==> src/pkg/apdusr_pkg.sv <==
package apdusr_pkg;

  // ----------------------------------------------------------------
  // command header
  // ----------------------------------------------------------------
  localparam logic [7:0]  CLA_VAL       = 8'h00;
  localparam logic [7:0]  INS_SELECT    = 8'hA4;
  localparam logic [7:0]  INS_READ      = 8'hB0;
  localparam logic [7:0]  INS_WRITE     = 8'hD6;
  localparam logic [7:0]  P1_BY_FID     = 8'h00;
  localparam logic [7:0]  P1_EF         = 8'h02;
  localparam logic [7:0]  P1_BY_NAME    = 8'h04;
  localparam logic [7:0]  P2_NO_FCI     = 8'h0C;
  localparam logic [15:0] P1P2_EF       = 16'h020C;
  localparam logic [15:0] P1P2_APP      = 16'h0400;
  localparam logic [15:0] P1P2_FILE     = 16'h000C;
  localparam logic [8:0]  HDR_LEN       = 9'h005;

  // ----------------------------------------------------------------
  // lengths and identifiers
  // ----------------------------------------------------------------
  localparam logic [7:0]  LC_APP        = 8'h07;
  localparam logic [7:0]  LC_FILE       = 8'h02;
  localparam logic [7:0]  LE_APP        = 8'h00;
  localparam logic [7:0]  LE_RD_MIN     = 8'h01;
  localparam logic [7:0]  LE_RD_MAX     = 8'hFB;
  localparam logic [7:0]  LC_WR_MIN     = 8'h01;
  localparam logic [7:0]  LC_WR_MAX     = 8'hF8;
  localparam int          DBUF_DEPTH    = 7;
  localparam logic [55:0] APP_NAME      = 56'hD2760000850101;
  localparam logic [15:0] FID_CC        = 16'hE103;
  localparam logic [15:0] FID_NDEF      = 16'h0103;

  // ----------------------------------------------------------------
  // status words
  // ----------------------------------------------------------------
  localparam logic [15:0] SW_OK         = 16'h9000;
  localparam logic [15:0] SW_BAD_LEN    = 16'h6700;
  localparam logic [15:0] SW_BAD_DATA   = 16'h6A82;
  localparam logic [15:0] SW_BAD_P1P2   = 16'h6A86;
  localparam logic [15:0] SW_BAD_INS    = 16'h6D00;
  localparam logic [15:0] SW_BAD_CLA    = 16'h6E00;

  // ----------------------------------------------------------------
  // types
  // ----------------------------------------------------------------
  typedef enum logic [2:0] {FILE_NONE, FILE_APP, FILE_CC, FILE_NDEF, FILE_EF} apdusr_file_e;

endpackage : apdusr_pkg

==> src/pkg/apdusr_resp_if.sv <==
`timescale 1ns/1ps
interface apdusr_resp_if;
  logic        start;
  logic        with_data;
  logic [15:0] addr;
  logic [7:0]  len;
  logic [15:0] sw;
  logic        done;

  modport ctrl (output start, output with_data, output addr, output len, output sw, input done);
  modport resp (input start, input with_data, input addr, input len, input sw, output done);
endinterface : apdusr_resp_if

==> src/hdl/apdusr_responder.sv <==
`timescale 1ns/1ps
module apdusr_responder
  import apdusr_pkg::*;
(
  input  wire logic   clk_sys,
  input  wire logic   rst_n,
  apdusr_resp_if.resp rif,
  output logic        fetch_req,
  output logic [15:0] fetch_addr,
  input  wire logic   fetch_valid,
  input  wire logic [7:0] fetch_data,
  output logic        out_valid,
  output logic [7:0]  out_data,
  output logic        out_last,
  input  wire logic   out_ready
);

  typedef enum logic [2:0] {RS_IDLE, RS_FETCH, RS_DATA, RS_SW1, RS_SW2} apdusr_rstate_e;

  typedef struct packed {
    apdusr_rstate_e st;
    logic [15:0]    addr;
    logic [7:0]     left;
    logic [7:0]     dat;
    logic [15:0]    sw;
    logic           done;
  } apdusr_resp_s;

  apdusr_resp_s s;
  apdusr_resp_s next_s;

  // ----------------------------------------------------------------
  // data bytes first, then the two status bytes
  // ----------------------------------------------------------------
  always_comb begin
    next_s = s;
    next_s.done = 1'b0;
    unique case (s.st)
      RS_IDLE: begin
        if (rif.start) begin
          next_s.addr = rif.addr;
          next_s.left = rif.len;
          next_s.sw   = rif.sw;
          // data only on normal completion and nonzero length
          if (rif.with_data && rif.sw == SW_OK && rif.len != 8'h00) begin
            next_s.st = RS_FETCH;
          end else begin
            next_s.st  = RS_SW1;
            next_s.dat = rif.sw[15:8];
          end
        end
      end
      RS_FETCH: begin
        if (fetch_valid) begin
          next_s.dat = fetch_data;
          next_s.st  = RS_DATA;
        end
      end
      RS_DATA: begin
        if (out_ready) begin
          next_s.addr = s.addr + 16'h0001;
          next_s.left = s.left - 8'h01;
          if (s.left == 8'h01) begin
            next_s.st  = RS_SW1;
            next_s.dat = s.sw[15:8];
          end else begin
            next_s.st = RS_FETCH;
          end
        end
      end
      RS_SW1: begin
        if (out_ready) begin
          next_s.st  = RS_SW2;
          next_s.dat = s.sw[7:0];
        end
      end
      RS_SW2: begin
        if (out_ready) begin
          next_s.st   = RS_IDLE;
          next_s.done = 1'b1;
        end
      end
    endcase
  end

  // state register
  always_ff @(posedge clk_sys or negedge rst_n) begin
    if (!rst_n) begin
      s <= '0;
    end else begin
      s <= next_s;
    end
  end

  // handshakes are decoded from state, data comes from the register
  assign fetch_req  = (s.st == RS_FETCH);
  assign fetch_addr = s.addr;
  assign out_valid  = (s.st == RS_DATA) || (s.st == RS_SW1) || (s.st == RS_SW2);
  assign out_data   = s.dat;
  assign out_last   = (s.st == RS_SW2);
  assign rif.done   = s.done;

endmodule : apdusr_responder

==> src/hdl/apdusr_decoder.sv <==
// Function
// class byte must be zero, else error
// decode SELECT and its three P1 modes
// SELECT accepts only three P1,P2 pairs
// P2 0x0C gives status words only
// SELECT Lc seven for application, else two
// application name must match exactly
// file ids pick CC or NDEF file
// EF choice accepts any two-byte id
// reader avoids CC/NDEF ids for plain EF
// Le only on application select, zero
// decode READ, address from P1 and P2
// READ length 1 to 251, data first
// encrypted READ length sixteen times n; not checked, any READ length 1 to 251 is taken
// no data unless normal completion
// READ from memory or host by mode
// WRITE to memory or host by mode
// on error keep selection, status only
// SELECT answer is exactly two status bytes
`timescale 1ns/1ps
module apdusr_decoder
  import apdusr_pkg::*;
(
  input  wire logic         clk_sys,
  input  wire logic         resetn,
  input  wire logic         tunnel_mode,
  input  wire logic         in_valid,
  input  wire logic [7:0]   in_data,
  input  wire logic         in_last,
  output logic              in_ready,
  output logic              out_valid,
  output logic [7:0]        out_data,
  output logic              out_last,
  input  wire logic         out_ready,
  output logic              mem_rd_req,
  output logic [15:0]       mem_rd_addr,
  input  wire logic         mem_rd_valid,
  input  wire logic [7:0]   mem_rd_data,
  output logic              host_rd_req,
  output logic [15:0]       host_rd_addr,
  input  wire logic         host_rd_valid,
  input  wire logic [7:0]   host_rd_data,
  output logic              mem_wr_valid,
  output logic              host_wr_valid,
  output logic [15:0]       wr_addr,
  output logic [7:0]        wr_data,
  output apdusr_file_e      selected
);

  // ----------------------------------------------------------------
  // reset release
  // ----------------------------------------------------------------
  logic [1:0] rst_sync;
  logic       rst_n;

  // asynchronous assert, two-flop release
  always_ff @(posedge clk_sys or negedge resetn) begin
    if (!resetn) begin
      rst_sync <= 2'b00;
    end else begin
      rst_sync <= {rst_sync[0], 1'b1};
    end
  end
  assign rst_n = rst_sync[1];

  // ----------------------------------------------------------------
  // state
  // ----------------------------------------------------------------
  typedef enum logic [1:0] {ST_RX, ST_EVAL, ST_WAIT} apdusr_state_e;

  typedef struct packed {
    apdusr_state_e                st;
    logic [8:0]                   idx;
    logic [7:0]                   cla;
    logic [7:0]                   ins;
    logic [7:0]                   p1;
    logic [7:0]                   p2;
    logic [7:0]                   b4;
    logic [7:0]                   tail;
    logic [DBUF_DEPTH-1:0][7:0]   dbuf;
    apdusr_file_e                 sel;
    logic                         tunnel;
    logic                         go;
    logic                         with_data;
    logic [15:0]                  sw;
    logic                         mem_wr;
    logic                         host_wr;
    logic [15:0]                  wr_addr;
    logic [7:0]                   wr_data;
  } apdusr_dec_s;

  apdusr_dec_s s;
  apdusr_dec_s next_s;

  // response carrier, declared here because the command logic reads its done strobe
  apdusr_resp_if rif ();

  // ----------------------------------------------------------------
  // capture, write forwarding and field checks
  // ----------------------------------------------------------------
  always_comb begin
    logic [15:0] p1p2;
    logic [15:0] fid;
    logic [8:0]  off;
    logic [15:0] sw_v;
    logic        name_ok;
    logic        wr_len_ok;
    p1p2      = {s.p1, s.p2};
    fid       = {s.dbuf[0], s.dbuf[1]};
    off       = s.idx - HDR_LEN;
    sw_v      = SW_OK;
    name_ok   = 1'b1;
    wr_len_ok = (s.b4 >= LC_WR_MIN) && (s.b4 <= LC_WR_MAX);
    next_s         = s;
    next_s.go      = 1'b0;
    next_s.mem_wr  = 1'b0;
    next_s.host_wr = 1'b0;
    for (int i = 0; i < DBUF_DEPTH; i++) begin
      if (s.dbuf[i] != APP_NAME[55 - 8*i -: 8]) begin
        name_ok = 1'b0;
      end
    end
    unique case (s.st)
      ST_RX: begin
        if (in_valid) begin
          unique case (s.idx)
            9'd0: begin
              next_s.cla    = in_data;
              next_s.tunnel = tunnel_mode;
            end
            9'd1: next_s.ins = in_data;
            9'd2: next_s.p1  = in_data;
            9'd3: next_s.p2  = in_data;
            9'd4: next_s.b4  = in_data;
            default: begin
              if (off < 9'(DBUF_DEPTH)) begin
                next_s.dbuf[off[2:0]] = in_data;
              end
              if (off == {1'b0, s.b4}) begin
                next_s.tail = in_data;
              end
              // data goes straight through; no field check can stop it later
              if (s.cla == CLA_VAL && s.ins == INS_WRITE && wr_len_ok && off < {1'b0, s.b4}) begin
                next_s.mem_wr  = !s.tunnel;
                next_s.host_wr = s.tunnel;
                next_s.wr_addr = p1p2 + {7'h00, off};
                next_s.wr_data = in_data;
              end
            end
          endcase
          if (s.idx != 9'h1FF) begin
            next_s.idx = s.idx + 9'h001;
          end
          if (in_last) begin
            next_s.st = ST_EVAL;
          end
        end
      end
      ST_EVAL: begin
        next_s.with_data = 1'b0;
        if (s.cla != CLA_VAL) begin
          sw_v = SW_BAD_CLA;
        end else if (s.idx < HDR_LEN) begin
          sw_v = SW_BAD_LEN;
        end else begin
          unique case (s.ins)
            INS_SELECT: begin
              if (p1p2 != P1P2_EF && p1p2 != P1P2_APP && p1p2 != P1P2_FILE) begin
                sw_v = SW_BAD_P1P2;
              end else if (p1p2 == P1P2_APP) begin
                // optional Le must be zero
                if (s.b4 != LC_APP || !(s.idx == HDR_LEN + 9'(LC_APP) ||
                    (s.idx == HDR_LEN + 9'(LC_APP) + 9'd1 && s.tail == LE_APP))) begin
                  sw_v = SW_BAD_LEN;
                end else if (!name_ok) begin
                  sw_v = SW_BAD_DATA;
                end else begin
                  next_s.sel = FILE_APP;
                end
              end else if (s.b4 != LC_FILE || s.idx != HDR_LEN + 9'(LC_FILE)) begin
                sw_v = SW_BAD_LEN;
              end else if (p1p2 == P1P2_FILE) begin
                // other ids fall back to a plain EF choice
                if (fid == FID_CC) begin
                  next_s.sel = FILE_CC;
                end else if (fid == FID_NDEF) begin
                  next_s.sel = FILE_NDEF;
                end else begin
                  next_s.sel = FILE_EF;
                end
              end else begin
                next_s.sel = FILE_EF;
              end
              // no FCI is ever returned, P2 0x0C or not
              next_s.with_data = 1'b0;
            end
            INS_READ: begin
              if (s.idx != HDR_LEN || s.b4 < LE_RD_MIN || s.b4 > LE_RD_MAX) begin
                sw_v = SW_BAD_LEN;
              end else begin
                next_s.with_data = 1'b1;
              end
            end
            INS_WRITE: begin
              if (!wr_len_ok || s.idx != HDR_LEN + {1'b0, s.b4}) begin
                sw_v = SW_BAD_LEN;
              end
            end
            default: sw_v = SW_BAD_INS;
          endcase
        end
        // any failure keeps the old selection
        if (sw_v != SW_OK) begin
          next_s.sel       = s.sel;
          next_s.with_data = 1'b0;
        end
        next_s.sw = sw_v;
        next_s.go = 1'b1;
        next_s.st = ST_WAIT;
      end
      ST_WAIT: begin
        if (rif.done) begin
          next_s.st  = ST_RX;
          next_s.idx = 9'h000;
        end
      end
      default: next_s.st = ST_RX;
    endcase
  end

  // state register
  always_ff @(posedge clk_sys or negedge rst_n) begin
    if (!rst_n) begin
      s <= '0;
    end else begin
      s <= next_s;
    end
  end

  // ----------------------------------------------------------------
  // response path
  // ----------------------------------------------------------------
  logic        fetch_req;
  logic [15:0] fetch_addr;
  logic        fetch_valid;
  logic [7:0]  fetch_data;

  assign rif.start     = s.go;
  assign rif.with_data = s.with_data;
  assign rif.addr      = {s.p1, s.p2};
  assign rif.len       = s.b4;
  assign rif.sw        = s.sw;

  // read source follows the mode caught with the class byte
  assign mem_rd_req   = fetch_req && !s.tunnel;
  assign host_rd_req  = fetch_req && s.tunnel;
  assign mem_rd_addr  = fetch_addr;
  assign host_rd_addr = fetch_addr;
  assign fetch_valid  = s.tunnel ? host_rd_valid : mem_rd_valid;
  assign fetch_data   = s.tunnel ? host_rd_data : mem_rd_data;

  apdusr_responder u_resp (
    .clk_sys     (clk_sys),
    .rst_n       (rst_n),
    .rif         (rif),
    .fetch_req   (fetch_req),
    .fetch_addr  (fetch_addr),
    .fetch_valid (fetch_valid),
    .fetch_data  (fetch_data),
    .out_valid   (out_valid),
    .out_data    (out_data),
    .out_last    (out_last),
    .out_ready   (out_ready)
  );

  // outputs; the receive side stalls while a command is answered
  assign in_ready      = (s.st == ST_RX);
  assign mem_wr_valid  = s.mem_wr;
  assign host_wr_valid = s.host_wr;
  assign wr_addr       = s.wr_addr;
  assign wr_data       = s.wr_data;
  assign selected      = s.sel;

endmodule : apdusr_decoder

==> config.mk <==
export PLATFORM = sky130hd
export DESIGN_NAME = apdusr_decoder
export DESIGN_NICKNAME = d
export VERILOG_FILES = /design/src/pkg/apdusr_pkg.sv /design/src/pkg/apdusr_resp_if.sv /design/src/hdl/apdusr_responder.sv /design/src/hdl/apdusr_decoder.sv
export SDC_FILE = /design/constraint.sdc
export NUM_CORES = 1
export LEC_CHECK = 0
export ABC_CLOCK_PERIOD_IN_PS = 12850
export BUFFER_PORTS_ARGS = -buffer_cell sky130_fd_sc_hd__buf_2
export CORE_MARGIN = 2
export CORE_UTILIZATION = 55
export DETAILED_ROUTE_END_ITERATION = 8
export GPL_TIMING_DRIVEN = 0
export PLACE_DENSITY_LB_ADDON = 0.08
export RECOVER_POWER = 50
export SLEW_MARGIN = 40
export SYNTH_ARGS = -nofsm -noshare
export SYNTH_HDL_FRONTEND = slang
export SYNTH_SLANG_ARGS = --single-unit
==> constraint.sdc <==
create_clock -name clk_sys -period 12.85 [get_ports clk_sys]
set_clock_uncertainty 0.2 [all_clocks]
set_input_delay 3.2125 -clock clk_sys [delete_from_list [all_inputs] [get_ports clk_sys]]
set_output_delay 3.2125 -clock clk_sys [all_outputs]
set_load 0.02 [all_outputs]
==> key figures <==
Worst setup path
  • Worst Path Required: 9.44 ns
  • Worst r2r dst: host_wr_valid
  • Cells on worst reg2reg path: 2
  • Max stage delay on crit path: 0.43 ns
  • CP startpoint kind: flop
  • Buffers & Inverters on Critical Path: 2
  • Worst path cell trace: clkbuf_1, nand2_1, or2_2, nor2_1, buf_2
  • Slowest library cell on the worst path: clkbuf_1
  • CP endpoint kind: output port
  • Crit path kind: flop to output port
  • Crit path from: u_resp.s[49]
  • CP top delay family: simple AND/OR/NAND/NOR gates
  • Reg-to-reg critical path startpoint: rst_sync[1]
  • R2R Setup Slk: 8.41 ns
  • Critical path fanouts, max: 10
  • Critical Path AT: 2.34 ns

Global routing
  • Largest net degree at the start of global routing: 43
  • First-pass GRT wire length: 43400 µm
  • Tot GR Track Use: 0.250
  • Grt ovf: 0
  • Initial antenna violation count: 0
  • Vias in the first global route: 8360

Floorplan
  • Die area: roughly 21000 µm²
  • Rows: 51
  • IO Pins: 106
  • Initial Util: 0.561
  • Core footprint: a little under 20000 µm²
  • Die Y: between 100 and 150 µm
  • Die X: 145 µm

STA
  • PnR worst setup slack: 7.10 ns
  • F_max: between 150 and 200 MHz
  • Final setup viols: 0
  • Tcrit/Tclk final: 0.447
  • Setup TNS Final: 0 ns
  • Slew @ Worst Pin: 2.23 ns
  • Final Max Tran Viols: 192
  • Hold Vio Cnt, Final: 0
  • Final worst path period need: 5.75 ns
  • Slew headroom: -0.489
  • Unrepaired setup endpoints after global routing: false

Routing
  • DRC Markers: 0
  • Final ANT Viol Nets: 0
  • First-pass iteration count of the detailed router: 5
  • Vias/cell: 5.74
  • Post-Route WL: 26300 µm
  • First DRT Iteration DRCs: 543
  • Vias: about 8500
  • Wire per inst: between 15 and 20 µm

Clock network
  • Root buffer cell: clkbuf_16
  • Postcts setup bufs: 0
  • TritonCTS Buffers: 23
  • CTS sink count: 201
  • Clock Pin Slew Worst Setup and Hold Paths: about 0.060 ns
  • Clock H-tree levels: 1
  • Longest Clk Path Bufs: 3
  • TritonCTS clock tree: done
  • # resized after CTS: 0
  • CTS Hold Buffers Added: 0
  • Clock Latency Late Sink: 0.52 ns

Power and ir drop
  • Sw frac: 0.371
  • Max IR drop VDD: 0.128 mV
  • Power Density: 201 nW/µm²
  • Leakage: 0.00619 µW
  • Switching pwr: about 950 µW
  • Cell-internal power: roughly 1600 µW
  • Clk pwr share: 0.286
  • Logic pwr share: 0.373
  • Flop pwr share: 0.340

Final layout
  • Layout cell share with drive strength beyond 1: 0.304
  • Final net count: ~1300
  • Layout area overhead: 15.9%
  • N_diodes: 0
  • Most frequent cells in the layout: 201 x dfrtp_1, 126 x mux2_2, 109 x buf_2
  • Commonest non-fill, non-tap cell in the layout: dfrtp_1

Yosys
  • Sequential fraction of the synthesis area: 0.459
  • FF+latch count, synth: approximately 200
  • Library cells used by synthesis: 74
  • Synth Area per Inst: ~10 µm²
  • EDFF count, synth: 0
  • Synthesized net count: 1121
  • Mapped Area: 11000 µm²
  • Synthesized instance count: roughly 1100
  • Top_reg_cell synth: dfrtp_1
  • Ys async rst share: 1.00
  • Synth Warn #: 0

Placed design
  • Dpl ws: 7.63 ns
  • Placer congestion estimate: 0.903
  • Detailed Place HPWL: 19100 µm
  • IO buf count: between 100 and 150

Job
  • MaxCap Viol Count: 5

Outcome
  • Run status: finished with violations
  • Failing checks: max-capacitance violations, max-slew violations

Min path
  • Min-Delay Path Class: flop to asynchronous set/reset pin
==> per-stage QoR <==
stage / instance area (µm²) / hold WS [ns] / utilization / power [µW] / std cells
after global routing: 12700 / 0.150 / 0.651 / 2720 / 1474
after floorplan: 11000 / 0.131 / - / 1560 / 1057
final: 12700 / 0.0752 / 0.651 / 2550 / 1474
after CTS: 12800 / 0.0210 / 0.655 / 2560 / 1474
after detailed placement: 11900 / 0.0152 / 0.611 / 1820 / 1432
after global placement: 11800 / 0.136 / 0.605 / 1800 / 1427
==> power by group through the flow <==
stage	logic (µW)	registers, µW	clock network, µW
3_5_place_dp	944	877	0
2_1_floorplan	719	841	0
5_1_grt	1060	886	772
6_report	954	869	731
4_1_cts	952	866	743
3_3_place_gp	913	883	0
==> synth_stat cells (11+ instances only) <==
cell type  instances  area share
xor2_1            11      0.0088
xnor2_1           17       0.014
nand2_1           88       0.030
dfrtp_1          201        0.46
a21oi_1           53       0.024
inv_1             26      0.0089
nand3_1           19      0.0087
clkbuf_1          36       0.012
nor4_1            17      0.0097
ha_1              31       0.035
nand4_1           16      0.0091
nor2_1            64       0.022
a31oi_1           12      0.0068
o21ai_0           58       0.026
mux2_2           126        0.13
a22oi_1           11      0.0075
nor3_1            18      0.0082
and3_1            16      0.0091
buf_4             67       0.046
==> routing by layer <==
layer | up-vias | routed length (µm) | GRT usage
met1 | 4151 | 11800 | 0.350
met4 | 0 | 635 | 0.0652
met3 | 42 | 1390 | 0.0358
met5 | - | 0 | 0
met2 | 247 | 12500 | 0.412
li1 | 4027 | - | -
==> layout make-up <==
type / count / area, µm²
inverter: 26 / 97.6
timing repair buffer: 110 / 541
clock inverter: 12 / 206
sequential: 201 / 5030
tap: 265 / 332
clock buffer: 30 / 652
multi-input combinational: 717 / 5160
buffer: 113 / 684
fill: 1588 / 6820
==> worst max-delay path by stage <==
| stage | cells after the start | slack (ns) | end |
|---|---|---|---|
| 2_1_floorplan | 0 | 6.63 | asynchronous set/reset pin |
| 3_3_place_gp | 0 | 4.27 | u_resp.fetch_addr[7] |
| 3_5_place_dp | 6 | 7.63 | flop |
| 4_1_cts | 5 | 7.10 | host_rd_req |
| 5_1_grt | 5 | 6.96 | host_rd_req |
| 6_report | 5 | 7.10 | host_rd_req |
==> cell families after synthesis <==
| group | count (synthesis) | synth area share |
|---|---|---|
| multiplexers | 142 | 0.146 |
| flip-flops | 201 | 0.459 |
| XOR/XNOR | 28 | 0.0224 |
| other | 1 | 0.000342 |
| AND/OR/NAND/NOR | 317 | 0.151 |
| buffers and inverters | 139 | 0.0715 |
| AO/OA/AOI/OAI | 197 | 0.112 |
| adder cells (fa/ha/maj) | 32 | 0.0372 |
(Power assumes the default switching activity.)
